### src/hw/ccp_pkg.sv
// Constants shared by the clock and power controller
package ccp_pkg;
   // ==========================================================
   // Register offsets
   localparam logic [7:0] OFS_POWER_CONTROL = 8'h00;
   localparam logic [7:0] OFS_CLOCK_STATE = 8'h04;
   localparam logic [7:0] OFS_PLL_CONTROL = 8'h08;
   localparam logic [7:0] OFS_CLOCK_SELECT_ZERO = 8'h0c;
   localparam logic [7:0] OFS_TICK_CONTROL = 8'h10;
   localparam logic [7:0] OFS_FREQ_DIVIDER = 8'h14;
   localparam logic [7:0] OFS_INT_STATUS = 8'h18;
   localparam logic [7:0] OFS_INT_CLEAR = 8'h1c;
   localparam logic [7:0] OFS_INT_ENABLE = 8'h20;
   // ==========================================================
   // Field positions
   localparam int BIT_CRYSTAL_ENABLE = 0;
   localparam int BIT_FAST_RC_ENABLE = 2;
   localparam int BIT_SLOW_RC_ENABLE = 3;
   localparam int BIT_POWER_DOWN_ENABLE = 7;
   localparam int BIT_POWER_DOWN_WAIT_CORE = 8;
   localparam int BIT_CRYSTAL_STABLE = 0;
   localparam int BIT_PLL_STABLE = 2;
   localparam int BIT_SLOW_RC_STABLE = 3;
   localparam int BIT_FAST_RC_STABLE = 4;
   localparam int BIT_PLL_POWER_OFF = 16;
   localparam int BIT_PLL_REFERENCE_SELECT = 19;
   localparam int BIT_TICK_USE_CORE = 2;
   localparam int BIT_DIVIDER_ENABLE = 4;
   localparam int SYS_SEL_LSB = 0;
   localparam int TICK_SEL_LSB = 3;
   localparam int SEL_W = 3;
   localparam int TAP_W = 4;
   // ==========================================================
   // Source indices and interrupt events
   localparam int NUM_SRC = 4;
   localparam int SRC_CRYSTAL = 0;
   localparam int SRC_PLL = 1;
   localparam int SRC_FAST_RC = 2;
   localparam int SRC_SLOW_RC = 3;
   localparam int NUM_OSC_PIN = 3;
   localparam int NUM_EVT = 3;
   localparam int EVT_WAKE = 0;
   localparam int EVT_STABLE = 1;
   localparam int EVT_SLEEP = 2;
   localparam int NUM_PERIPH = 3;
   // ==========================================================
   // Stable counts in source cycles
   localparam int CNT_W = 13;
   localparam int STABLE_CRYSTAL = 4096;
   localparam int STABLE_PLL = 6144;
   localparam int STABLE_FAST_RC = 256;
   localparam int STABLE_SLOW_RC = 1;
   // ==========================================================
   // Reset values and select codes
   localparam logic [31:0] RST_POWER_CONTROL = 32'h0000_0004;
   localparam logic [31:0] RST_PLL_CONTROL = 32'h0001_0000;
   localparam logic [2:0] RST_SYS_SEL = 3'h2;
   localparam logic [2:0] SYS_CRYSTAL = 3'h0;
   localparam logic [2:0] SYS_PLL = 3'h1;
   localparam logic [2:0] SYS_FAST_RC = 3'h2;
   localparam logic [2:0] SYS_SLOW_RC = 3'h3;
   localparam logic [2:0] SYS_FAST_RC_ALT = 3'h4;
   localparam logic [2:0] TICK_CRYSTAL = 3'h0;
   localparam logic [2:0] TICK_SLOW_RC = 3'h1;
   localparam logic [2:0] TICK_CRYSTAL_ALT = 3'h2;
   localparam logic [2:0] TICK_FAST_RC = 3'h3;
endpackage

### src/hw/ccp_clock_power.sv
// Clock sources, stability tracking, power-down, clock selects and divider
//
// Contract
// - Power-down is entered on a wait-for-interrupt pulse only when both enable bits are 1.
// - Power-down lasts until a wake-up source fires, then it is left.
// - In power-down the crystal and the fast RC oscillator are switched off.
// - Four sources exist, and the PLL reference is the crystal or the fast RC.
// - Enabling a source starts its stable counter and its flag sets at the final count.
// - Stable counts are 4096 crystal, 6144 PLL reference, 256 fast RC and 1 slow RC cycles.
// - The reference select picks crystal at 0 and fast RC at 1, also for the PLL counter.
// - A source may be used as system or tick clock only while its flag is 1; the code only gates the switch and keeps it after the flag drops.
// - Clearing an enable or setting PLL power-off clears that stable flag at once.
// - Power-down entry clears crystal, fast RC and PLL flags; enabled ones recount after wake.
// - The system clock comes from five sources by a 3-bit field.
// - The tick uses the core clock or an external one picked from four by a 3-bit field.
// - In power-down the slow RC runs and peripherals on it keep their clocks.
// - The divider is 16 chained halving stages with a 16-to-1 tap selector.
// - Output frequency is input frequency over two to the power of tap plus one.
// - Enable starts the chain; disable lets it run until the output is low, then holds low.
//
// Decided for this implementation: the placing of the registers and the plain strobed port.
`timescale 1ns/1ns
module ccp_clock_power #(
   parameter int CRYSTAL_COUNT = ccp_pkg::STABLE_CRYSTAL,
   parameter int PLL_COUNT = ccp_pkg::STABLE_PLL,
   parameter int FAST_RC_COUNT = ccp_pkg::STABLE_FAST_RC,
   parameter int SLOW_RC_COUNT = ccp_pkg::STABLE_SLOW_RC,
   parameter int DIV_STAGES = 16
) (
   // Clock and reset
   input wire logic clock,
   input wire logic reset_n,
   // Register port
   input wire logic [7:0] reg_addr,
   input wire logic [31:0] reg_wdata,
   input wire logic reg_write,
   input wire logic reg_read,
   output logic [31:0] reg_rdata,
   // Core and wake-up
   input wire logic wait_for_interrupt_instr,
   input wire logic wake_event,
   // Raw oscillator clocks: crystal, fast RC, slow RC
   input wire logic [ccp_pkg::NUM_OSC_PIN-1:0] osc_clk_in,
   // Peripherals on slow RC: watchdog, timer, pwm
   input wire logic [ccp_pkg::NUM_PERIPH-1:0] periph_uses_slow_rc,
   // Oscillator controls and clock steering
   output logic [ccp_pkg::NUM_SRC-1:0] source_on,
   output logic [ccp_pkg::NUM_SRC-1:0] source_stable,
   output logic pll_reference_select,
   output logic [ccp_pkg::SEL_W-1:0] system_clock_select,
   output logic [ccp_pkg::SEL_W-1:0] tick_ext_source_select,
   output logic tick_use_core,
   output logic [ccp_pkg::NUM_PERIPH-1:0] periph_clock_on,
   output logic power_down,
   output logic divided_clock_pin,
   output logic irq
);
   // ==========================================================
   // Registers
   logic [31:0] power_control_reg_ff;
   logic [31:0] pll_control_reg_ff;
   logic [2*ccp_pkg::SEL_W-1:0] clock_select_reg_zero_ff;
   logic tick_control_ff;
   logic [ccp_pkg::TAP_W:0] freq_divider_reg_ff;
   logic [ccp_pkg::NUM_EVT-1:0] int_status_ff;
   logic [ccp_pkg::NUM_EVT-1:0] int_enable_ff;
   logic [31:0] rdata_ff;
   logic power_down_ff;
   logic [ccp_pkg::NUM_SRC-1:0] on_ff;
   logic [ccp_pkg::NUM_SRC-1:0] stable_ff;
   logic [ccp_pkg::SEL_W-1:0] sys_sel_ff;
   logic [ccp_pkg::SEL_W-1:0] tick_sel_ff;
   logic tick_core_ff;
   logic pll_ref_ff;
   logic [ccp_pkg::NUM_PERIPH-1:0] periph_on_ff;
   logic [DIV_STAGES-1:0] chain_ff;
   logic div_out_ff;
   logic irq_ff;
   logic nxt_power_down;
   logic [ccp_pkg::NUM_SRC-1:0] nxt_on;
   logic [ccp_pkg::NUM_OSC_PIN-1:0] osc_edge;
   logic [ccp_pkg::NUM_SRC-1:0] count_edge;
   logic [ccp_pkg::NUM_SRC-1:0] nxt_stable;
   logic wr_power, wr_pll, wr_sel, wr_tick, wr_div, wr_clr, wr_ien;
   logic sys_ok, tick_ok;
   logic [ccp_pkg::SEL_W-1:0] sys_req, tick_req;
   logic sleep_entry;
   localparam int TARGET [ccp_pkg::NUM_SRC] = '{CRYSTAL_COUNT, PLL_COUNT, FAST_RC_COUNT,
      SLOW_RC_COUNT};

   assign wr_power = reg_write && reg_addr == ccp_pkg::OFS_POWER_CONTROL;
   assign wr_pll = reg_write && reg_addr == ccp_pkg::OFS_PLL_CONTROL;
   assign wr_sel = reg_write && reg_addr == ccp_pkg::OFS_CLOCK_SELECT_ZERO;
   assign wr_tick = reg_write && reg_addr == ccp_pkg::OFS_TICK_CONTROL;
   assign wr_div = reg_write && reg_addr == ccp_pkg::OFS_FREQ_DIVIDER;
   assign wr_clr = reg_write && reg_addr == ccp_pkg::OFS_INT_CLEAR;
   assign wr_ien = reg_write && reg_addr == ccp_pkg::OFS_INT_ENABLE;

   // ==========================================================
   // Software registers
   always_ff @(posedge clock or negedge reset_n) begin
      if (!reset_n) begin
         power_control_reg_ff <= ccp_pkg::RST_POWER_CONTROL;
         pll_control_reg_ff <= ccp_pkg::RST_PLL_CONTROL;
         clock_select_reg_zero_ff <= '0;
         tick_control_ff <= 1'b0;
         freq_divider_reg_ff <= '0;
         int_enable_ff <= '0;
      end else begin
         if (wr_power) begin
            power_control_reg_ff <= reg_wdata;
         end
         if (wr_pll) begin
            pll_control_reg_ff <= reg_wdata;
         end
         if (wr_sel) begin
            clock_select_reg_zero_ff <= reg_wdata[2*ccp_pkg::SEL_W-1:0];
         end
         if (wr_tick) begin
            tick_control_ff <= reg_wdata[ccp_pkg::BIT_TICK_USE_CORE];
         end
         if (wr_div) begin
            freq_divider_reg_ff <= reg_wdata[ccp_pkg::TAP_W:0];
         end
         if (wr_ien) begin
            int_enable_ff <= reg_wdata[ccp_pkg::NUM_EVT-1:0];
         end
      end
   end

   // ==========================================================
   // Power-down
   // entry gate
   assign sleep_entry = !power_down_ff && wait_for_interrupt_instr
      && power_control_reg_ff[ccp_pkg::BIT_POWER_DOWN_ENABLE]
      && power_control_reg_ff[ccp_pkg::BIT_POWER_DOWN_WAIT_CORE];
   assign nxt_power_down = power_down_ff ? !wake_event : sleep_entry;

   always_ff @(posedge clock or negedge reset_n) begin
      if (!reset_n) begin
         power_down_ff <= 1'b0;
      end else begin
         power_down_ff <= nxt_power_down;
      end
   end

   always_comb begin
      nxt_on[ccp_pkg::SRC_CRYSTAL] = power_control_reg_ff[ccp_pkg::BIT_CRYSTAL_ENABLE]
         && !nxt_power_down;
      nxt_on[ccp_pkg::SRC_FAST_RC] = power_control_reg_ff[ccp_pkg::BIT_FAST_RC_ENABLE]
         && !nxt_power_down;
      nxt_on[ccp_pkg::SRC_PLL] = !pll_control_reg_ff[ccp_pkg::BIT_PLL_POWER_OFF]
         && !nxt_power_down;
      // slow RC keeps running in power-down
      nxt_on[ccp_pkg::SRC_SLOW_RC] = power_control_reg_ff[ccp_pkg::BIT_SLOW_RC_ENABLE];
   end

   always_ff @(posedge clock or negedge reset_n) begin
      if (!reset_n) begin
         on_ff <= '0;
         periph_on_ff <= '0;
         pll_ref_ff <= 1'b0;
      end else begin
         on_ff <= nxt_on;
         // peripheral clocks survive only on slow RC
         periph_on_ff <= {ccp_pkg::NUM_PERIPH{!nxt_power_down}} | periph_uses_slow_rc;
         pll_ref_ff <= pll_control_reg_ff[ccp_pkg::BIT_PLL_REFERENCE_SELECT];
      end
   end

   // ==========================================================
   // Oscillator edge detection
   genvar gi;
   generate
      for (gi = 0; gi < ccp_pkg::NUM_OSC_PIN; gi++) begin : g_sync
         logic s1_ff, s2_ff, s3_ff, level_ff;
         // three-stage synchroniser, change accepted when stages agree
         always_ff @(posedge clock or negedge reset_n) begin
            if (!reset_n) begin
               s1_ff <= 1'b0;
               s2_ff <= 1'b0;
               s3_ff <= 1'b0;
               level_ff <= 1'b0;
            end else begin
               s1_ff <= osc_clk_in[gi];
               s2_ff <= s1_ff;
               s3_ff <= s2_ff;
               if (s2_ff == s3_ff) begin
                  level_ff <= s3_ff;
               end
            end
         end
         assign osc_edge[gi] = s2_ff && s3_ff && !level_ff;
      end
   endgenerate

   // four sources; reference select steers the PLL counter
   assign count_edge[ccp_pkg::SRC_CRYSTAL] = osc_edge[0];
   assign count_edge[ccp_pkg::SRC_PLL] = pll_ref_ff ? osc_edge[1] : osc_edge[0];
   assign count_edge[ccp_pkg::SRC_FAST_RC] = osc_edge[1];
   assign count_edge[ccp_pkg::SRC_SLOW_RC] = osc_edge[2];

   // ==========================================================
   // Stable counters
   generate
      for (gi = 0; gi < ccp_pkg::NUM_SRC; gi++) begin : g_stable
         logic [ccp_pkg::CNT_W-1:0] cnt_ff;
         localparam logic [ccp_pkg::CNT_W-1:0] LIMIT = TARGET[gi][ccp_pkg::CNT_W-1:0];
         // count while enabled; per-source target; restart when off
         always_ff @(posedge clock or negedge reset_n) begin
            if (!reset_n) begin
               cnt_ff <= '0;
            end else if (!nxt_on[gi]) begin
               cnt_ff <= '0;
            end else if (count_edge[gi] && cnt_ff != LIMIT) begin
               cnt_ff <= cnt_ff + 1'b1;
            end
         end
         assign nxt_stable[gi] = nxt_on[gi] && (cnt_ff == LIMIT
            || (count_edge[gi] && cnt_ff == LIMIT - 1'b1));
      end
   endgenerate

   // flags drop as soon as a source is off
   always_ff @(posedge clock or negedge reset_n) begin
      if (!reset_n) begin
         stable_ff <= '0;
      end else begin
         stable_ff <= nxt_stable;
      end
   end

   // ==========================================================
   // Clock selection
   always_comb begin
      sys_req = clock_select_reg_zero_ff[ccp_pkg::SYS_SEL_LSB +: ccp_pkg::SEL_W];
      tick_req = clock_select_reg_zero_ff[ccp_pkg::TICK_SEL_LSB +: ccp_pkg::SEL_W];
      case (sys_req)
         ccp_pkg::SYS_CRYSTAL: sys_ok = stable_ff[ccp_pkg::SRC_CRYSTAL];
         ccp_pkg::SYS_PLL: sys_ok = stable_ff[ccp_pkg::SRC_PLL];
         ccp_pkg::SYS_FAST_RC: sys_ok = stable_ff[ccp_pkg::SRC_FAST_RC];
         ccp_pkg::SYS_SLOW_RC: sys_ok = stable_ff[ccp_pkg::SRC_SLOW_RC];
         ccp_pkg::SYS_FAST_RC_ALT: sys_ok = stable_ff[ccp_pkg::SRC_FAST_RC];
         default: sys_ok = 1'b0;
      endcase
      case (tick_req)
         ccp_pkg::TICK_CRYSTAL: tick_ok = stable_ff[ccp_pkg::SRC_CRYSTAL];
         ccp_pkg::TICK_SLOW_RC: tick_ok = stable_ff[ccp_pkg::SRC_SLOW_RC];
         ccp_pkg::TICK_CRYSTAL_ALT: tick_ok = stable_ff[ccp_pkg::SRC_CRYSTAL];
         ccp_pkg::TICK_FAST_RC: tick_ok = stable_ff[ccp_pkg::SRC_FAST_RC];
         default: tick_ok = 1'b0;
      endcase
   end

   // switch only onto a stable source; otherwise keep the old one
   always_ff @(posedge clock or negedge reset_n) begin
      if (!reset_n) begin
         sys_sel_ff <= ccp_pkg::RST_SYS_SEL;
         tick_sel_ff <= '0;
         tick_core_ff <= 1'b0;
      end else begin
         if (sys_ok) begin
            sys_sel_ff <= sys_req;
         end
         if (tick_ok) begin
            tick_sel_ff <= tick_req;
         end
         tick_core_ff <= tick_control_ff;
      end
   end

   // ==========================================================
   // Frequency divider
   // chained halving stages; tap N gives clock over 2^(N+1)
   // disabled chain runs on until the tap is low, then parks cleared
   always_ff @(posedge clock or negedge reset_n) begin
      if (!reset_n) begin
         chain_ff <= '0;
         div_out_ff <= 1'b0;
      end else if (freq_divider_reg_ff[ccp_pkg::BIT_DIVIDER_ENABLE] || div_out_ff) begin
         chain_ff <= chain_ff + 1'b1;
         // Tap is registered once more so the pin comes straight from a flop
         div_out_ff <= chain_ff[freq_divider_reg_ff[ccp_pkg::TAP_W-1:0]];
      end else begin
         chain_ff <= '0;
         div_out_ff <= 1'b0;
      end
   end

   // ==========================================================
   // Interrupts and read data
   // Set wins over a same-cycle clear so no event is lost
   always_ff @(posedge clock or negedge reset_n) begin
      if (!reset_n) begin
         int_status_ff <= '0;
         irq_ff <= 1'b0;
      end else begin
         int_status_ff <= (int_status_ff
            & ~(wr_clr ? reg_wdata[ccp_pkg::NUM_EVT-1:0] : '0))
            | {sleep_entry, |(nxt_stable & ~stable_ff), power_down_ff && wake_event};
         irq_ff <= |(int_status_ff & int_enable_ff);
      end
   end

   always_ff @(posedge clock or negedge reset_n) begin
      if (!reset_n) begin
         rdata_ff <= '0;
      end else begin
         rdata_ff <= '0;
         if (reg_read) begin
            case (reg_addr)
               ccp_pkg::OFS_POWER_CONTROL: rdata_ff <= power_control_reg_ff;
               // flags seen by software come from synchronised counts
               ccp_pkg::OFS_CLOCK_STATE: begin
                  rdata_ff[ccp_pkg::BIT_CRYSTAL_STABLE] <= stable_ff[ccp_pkg::SRC_CRYSTAL];
                  rdata_ff[ccp_pkg::BIT_PLL_STABLE] <= stable_ff[ccp_pkg::SRC_PLL];
                  rdata_ff[ccp_pkg::BIT_SLOW_RC_STABLE] <= stable_ff[ccp_pkg::SRC_SLOW_RC];
                  rdata_ff[ccp_pkg::BIT_FAST_RC_STABLE] <= stable_ff[ccp_pkg::SRC_FAST_RC];
               end
               ccp_pkg::OFS_PLL_CONTROL: rdata_ff <= pll_control_reg_ff;
               ccp_pkg::OFS_CLOCK_SELECT_ZERO: rdata_ff <= 32'(clock_select_reg_zero_ff);
               ccp_pkg::OFS_TICK_CONTROL: rdata_ff[ccp_pkg::BIT_TICK_USE_CORE] <= tick_control_ff;
               ccp_pkg::OFS_FREQ_DIVIDER: rdata_ff <= 32'(freq_divider_reg_ff);
               ccp_pkg::OFS_INT_STATUS: rdata_ff <= 32'(int_status_ff);
               ccp_pkg::OFS_INT_ENABLE: rdata_ff <= 32'(int_enable_ff);
               default: rdata_ff <= '0;
            endcase
         end
      end
   end

   assign reg_rdata = rdata_ff;
   assign source_on = on_ff;
   assign source_stable = stable_ff;
   assign pll_reference_select = pll_ref_ff;
   assign system_clock_select = sys_sel_ff;
   assign tick_ext_source_select = tick_sel_ff;
   assign tick_use_core = tick_core_ff;
   assign periph_clock_on = periph_on_ff;
   assign power_down = power_down_ff;
   assign divided_clock_pin = div_out_ff;
   assign irq = irq_ff;

   // ==========================================================
   // Assertions
   sleep_entry_a: assert property (@(posedge clock) disable iff (!reset_n)
      sleep_entry |=> power_down_ff)
      else $error("power-down not entered");
   sleep_cause_a: assert property (@(posedge clock) disable iff (!reset_n)
      $rose(power_down_ff) |-> $past(wait_for_interrupt_instr)
      && $past(power_control_reg_ff[ccp_pkg::BIT_POWER_DOWN_ENABLE])
      && $past(power_control_reg_ff[ccp_pkg::BIT_POWER_DOWN_WAIT_CORE]))
      else $error("power-down without cause");
   wake_exit_a: assert property (@(posedge clock) disable iff (!reset_n)
      power_down_ff && wake_event |=> !power_down_ff)
      else $error("wake did not leave power-down");
   osc_off_a: assert property (@(posedge clock) disable iff (!reset_n)
      power_down_ff |-> !on_ff[ccp_pkg::SRC_CRYSTAL] && !on_ff[ccp_pkg::SRC_FAST_RC])
      else $error("oscillator on in power-down");
   sleep_flags_a: assert property (@(posedge clock) disable iff (!reset_n)
      $rose(power_down_ff) |-> !stable_ff[ccp_pkg::SRC_CRYSTAL]
      && !stable_ff[ccp_pkg::SRC_FAST_RC] && !stable_ff[ccp_pkg::SRC_PLL])
      else $error("flag kept over power-down");
   disable_flag_a: assert property (@(posedge clock) disable iff (!reset_n)
      $fell(power_control_reg_ff[ccp_pkg::BIT_CRYSTAL_ENABLE])
      |=> !stable_ff[ccp_pkg::SRC_CRYSTAL])
      else $error("crystal flag not cleared");
   slow_stable_a: assert property (@(posedge clock) disable iff (!reset_n)
      $rose(stable_ff[ccp_pkg::SRC_SLOW_RC]) |-> $past(osc_edge[2]))
      else $error("slow RC flag set without an edge");
   sys_switch_a: assert property (@(posedge clock) disable iff (!reset_n)
      $changed(sys_sel_ff) |-> $past(sys_ok))
      else $error("system clock switched to unstable source");
   periph_keep_a: assert property (@(posedge clock) disable iff (!reset_n)
      power_down_ff |-> periph_on_ff == $past(periph_uses_slow_rc))
      else $error("peripheral clock wrong in power-down");
   div_hold_a: assert property (@(posedge clock) disable iff (!reset_n)
      !freq_divider_reg_ff[ccp_pkg::BIT_DIVIDER_ENABLE] && !div_out_ff |=> !div_out_ff)
      else $error("divider output left low state");
   div_fast_a: assert property (@(posedge clock) disable iff (!reset_n)
      (freq_divider_reg_ff == 5'h10)[*4] |-> div_out_ff != $past(div_out_ff))
      else $error("tap zero did not halve the clock");
endmodule

### config.mk
export PLATFORM = sky130hd
export DESIGN_NAME = ccp_clock_power
export DESIGN_NICKNAME = d
export VERILOG_FILES = /design/src/hw/ccp_pkg.sv /design/src/hw/ccp_clock_power.sv
export SDC_FILE = /design/constraint.sdc
export NUM_CORES = 1
export LEC_CHECK = 0
export BUFFER_PORTS_ARGS = -buffer_cell sky130_fd_sc_hd__buf_2
export CAP_MARGIN = 20
export CORE_MARGIN = 2
export CORE_UTILIZATION = 40
export DETAILED_ROUTE_END_ITERATION = 8
export GPL_ROUTABILITY_DRIVEN = 0
export SETUP_SLACK_MARGIN = 0.05
export SLEW_MARGIN = 0
export SYNTH_ARGS = -nofsm -noshare
export SYNTH_HDL_FRONTEND = slang
export SYNTH_SLANG_ARGS = --single-unit
### constraint.sdc
create_clock -name clock -period 1.9 [get_ports clock]
set_input_delay 0.19 -clock clock [delete_from_list [all_inputs] [get_ports clock]]
set_output_delay 0.19 -clock clock [all_outputs]
set_load 0.02 [all_outputs]
==> key figures <==
Run status
  – Run status: complete, no violations

Floorplan
  – Die width: about 160 µm
  – Row Count: 56
  – Initial Utilization: 40.8%
  – Floorplan die height: 159 µm
  – Total I/O pin count: 106
  – Die area: 0.0252 mm²
  – Core Box Area: 0.0235 mm²

STA
  – Fmax: 0.536 GHz
  – Slew margin rel.: 61.3%
  – Tmin final: 1870 ps
  – Fin. Hold Viols: 0
  – Worst Tran Pin Value: 573 ps
  – Setup violations, final: 0
  – Tcrit/Tclk final: 98.3%
  – Final slew viol count: 0
  – Unrepaired setup endpoints after global routing: yes
  – Setup ws final: 32.6 ps
  – Clock skew: 9.17 ps

Global route
  – Largest net degree at the start of global routing: 61
  – Global-route wire length before repair: around 36 mm
  – Total track usage: 17.3%
  – GRT Residual Overflow: 0
  – Initial antenna violation count: 0
  – Number of global-route vias before repair: 6670

Placed design
  – PortBufs: 105
  – Setup Slack @ Placement: 40.9 ps
  – Final HPWL DP: 14.6 mm

Finish
  – Fraction of layout cells with a size suffix above 1: 30.0%
  – Layout Nets: between 1k and 1.5k
  – Antenna cells: 0
  – Area grow syn2layout: 25.3%
  – Area taken by multi-input logic gates: roughly 0.004 mm²
  – Commonest non-fill, non-tap cell in the layout: dfrtp_1
  – FILL cells: 2051
  – Commonest non-fill, non-tap cells in the layout: dfrtp_1, buf_2, nor2_1, mux2_2, nand2_1
  – Storage element area: 0.00541 mm²

Detailed routing
  – Via density: just over 5
  – WL/cell: 16.7 µm
  – Iter 0 DRT Violations: 281
  – First-pass DRT Iterations: 5
  – DRT antenna net count: 0
  – Drt drc: 0
  – Total Routed Length: 21.9 mm
  – Total number of vias: 6653

Critical path
  – Crit-path max FO: 4
  – WS Path Type: flip-flop to flip-flop
  – Bufs and invs on worst path: 1
  – Worst endpoint data arrival time: about 2300 ps
  – WP depth: 6
  – Critical path capture point: g_stable[1].cnt_ff[5]
  – Path depth of the worst reg2reg path: 6
  – CP max-delay cell: a2111oi_4
  – Crit-path max cell delay: 450 ps
  – CP required: ~2300 ps
  – Cell family with most CP delay: simple AND/OR/NAND/NOR gates
  – Crit path cell chain: ha_2, or3b_4, a2111oi_4, buf_4, xnor2_2, nor2_1
  – CP startpoint: g_sync[0].s2_ff
  – R2r setup slk: 30 ps
  – RR Startpoint: g_sync[0].s2_ff
  – Element type at the critical path end: flip-flop
  – Reg2reg end: g_stable[1].cnt_ff[5]
  – Critical Path Start Type: flip-flop

Pwr
  – VDD IR max: 564 µV
  – Final Total Pwr: 10.8 mW
  – LEAKAGE: roughly 5.6 nW
  – Power Density: 898 mW/mm²

CTS
  – Worst skew pair latency: 510 ps
  – Total CTS buffers: 25
  – Clk slew on worst S/H paths: 60 ps
  – CTS Buffer Depth: 3
  – CTS tree: done
  – Root buffer cell: clkbuf_16
  – Clk sink count: between 200 and 250
  – H-tree depth: 1

Synth
  – Compound-Gate Fraction of Synth Area: 6.64%
  – XOR/XNOR share of the synthesized area: 5.12%
  – Syn Inst Count: 791
  – Count of cell types in the netlist: 64
  – Post-synth ARST share: 100%
  – Seq cells post-synth: 216
  – Simple-gate portion of the synthesized area: 15.0%
  – Synth Area in Adders: 1.70%
  – Syn Std Cell Area: 0.00959 mm²
  – Yosys warns: 0
  – Largest family of logic cells by synthesized area: simple AND/OR/NAND/NOR gates
  – Most used DFF post-synth: dfrtp_1
  – Seq/Total Area, Yosys: 56.4%
  – Mux contribution to synthesized area: about an eighth
  – Average size of a mapped cell: between 10 and 15 µm²
  – Mapped Nets: 856
  – Post-synth EDFFs: 0

Run
  – Max cap viols: 0

Min path
  – Min-delay worst type: primary input to flip-flop
==> state kept, by name, indices dropped and copies added (netlist names), 4 cells and up <==
register	cells
g_stable.cnt_ff	52
pll_control_reg_ff	32
power_control_reg_ff	32
reg_rdata	32
chain_ff	16
clock_select_reg_zero_ff	6
freq_divider_reg_ff	5
source_on	4
source_stable	4
==> per-layer routing <==
metal	GRT usage, %	vias up	share of wire [%]
li1	-	3182	-
met1	25.0	3305	48
met2	27.9	138	46
met3	2.74	28	4.2
met4	3.25	0	1.6
met5	0	-	0
==> synth_stat cells (3+ instances only) <==
master,instances,area share (%)
xnor2_1,20,1.8
mux4_2,6,1.4
nand3b_1,3,0.23
nor4bb_1,4,0.42
nand3_1,28,1.5
o21ai_0,11,0.57
a222oi_1,6,0.63
nor2_1,102,4.0
nor4_1,8,0.52
xor2_1,36,3.3
and2_1,3,0.20
mux2_2,49,5.8
nand2_2,3,0.20
clkbuf_1,15,0.59
and4_1,5,0.46
inv_1,22,0.86
a21oi_1,19,0.99
and3_1,13,0.85
mux2_1,5,0.59
nand4_1,20,1.3
dfrtp_1,213,56
nand2b_1,8,0.52
nor3_1,9,0.47
ha_1,13,1.7
mux2_4,30,4.7
buf_6,6,0.70
nand2_1,42,1.6
a22oi_1,30,2.3
a31oi_1,5,0.33
nor2b_1,5,0.33
a32oi_1,3,0.27
or3_1,7,0.46
buf_2,4,0.21
dfstp_2,3,0.82
==> final cells by class <==
class,count,area share (%)
flip-flops and latches,216,45.0
multi-input cells,527,33.2
repair buffers,184,10.8
clock buffers,31,5.73
well taps,319,3.32
clock inverters,13,1.24
inverters,22,0.688
==> how the worst min path moves through the flow <==
stage	start	to	slack (ps)	cells past startpoint
floorplan	reset_n	chain_ff[0]	-110	0
global placement	reset_n	chain_ff[12]	180	1
detailed placement	reset_n	divided_clock_pin	180	1
CTS	reg_wdata[0]	freq_divider_reg_ff[0]	10	2
global route	reg_wdata[1]	freq_divider_reg_ff[1]	30	2
finish	reg_wdata[0]	freq_divider_reg_ff[0]	30	2
==> cell families (layout without fill, tap and decap cells) <==
group / Yosys count / in the layout
buf+inv: 48 / 250
mux: 92 / 92
flops: 216 / 216
xor+xnor: 56 / 56
simple gates: 277 / 277
fa+ha+maj: 13 / 13
compound gates: 89 / 89
==> per-stage QoR <==
step	cells	instance area, µm²	setup TNS [ps]	hold WS, ps	utilization [%]
2_1_floorplan	791	9590	0	-106	-
3_3_place_gp	1227	10700	0	180	45.7
5_1_grt	1312	12000	-245	26.6	51.2
4_1_cts	1309	11900	0	10.2	50.9
3_5_place_dp	1227	10700	0	182	45.7
6_report	1312	12000	0	28.6	51.2
==> where the power goes <==
part / switching, mW / total (mW) / internal [mW]
Clock: 1.88 / 4.85 / 2.97
Combinational: 0.438 / 0.861 / 0.422
Sequential: 0.234 / 5.07 / 4.84
==> worst reg2reg max path, delay by kind of cell (launching register included) <==
| family | cells | cell delay (ps) |
|---|---|---|
| AO/OA/AOI/OAI | 1 | 460 |
| buffers and inverters | 1 | 190 |
| flip-flops | 1 | 350 |
| AND/OR/NAND/NOR | 2 | 470 |
| XOR/XNOR | 1 | 100 |
| adder cells (fa/ha/maj) | 1 | 180 |
==> what timing repair did <==
item | in CTS | in global routing
pin swaps | 1 | 4
hold buffers | 38 | 0
endpoints found under the hold margin | 126 | 0
endpoints found under the setup margin | 1 | 17
gates resized for setup | 0 | 6
buffers inserted | 0 | 3
cloned | 0 | 0
Note: power is estimated with default switching activity, not from simulation.
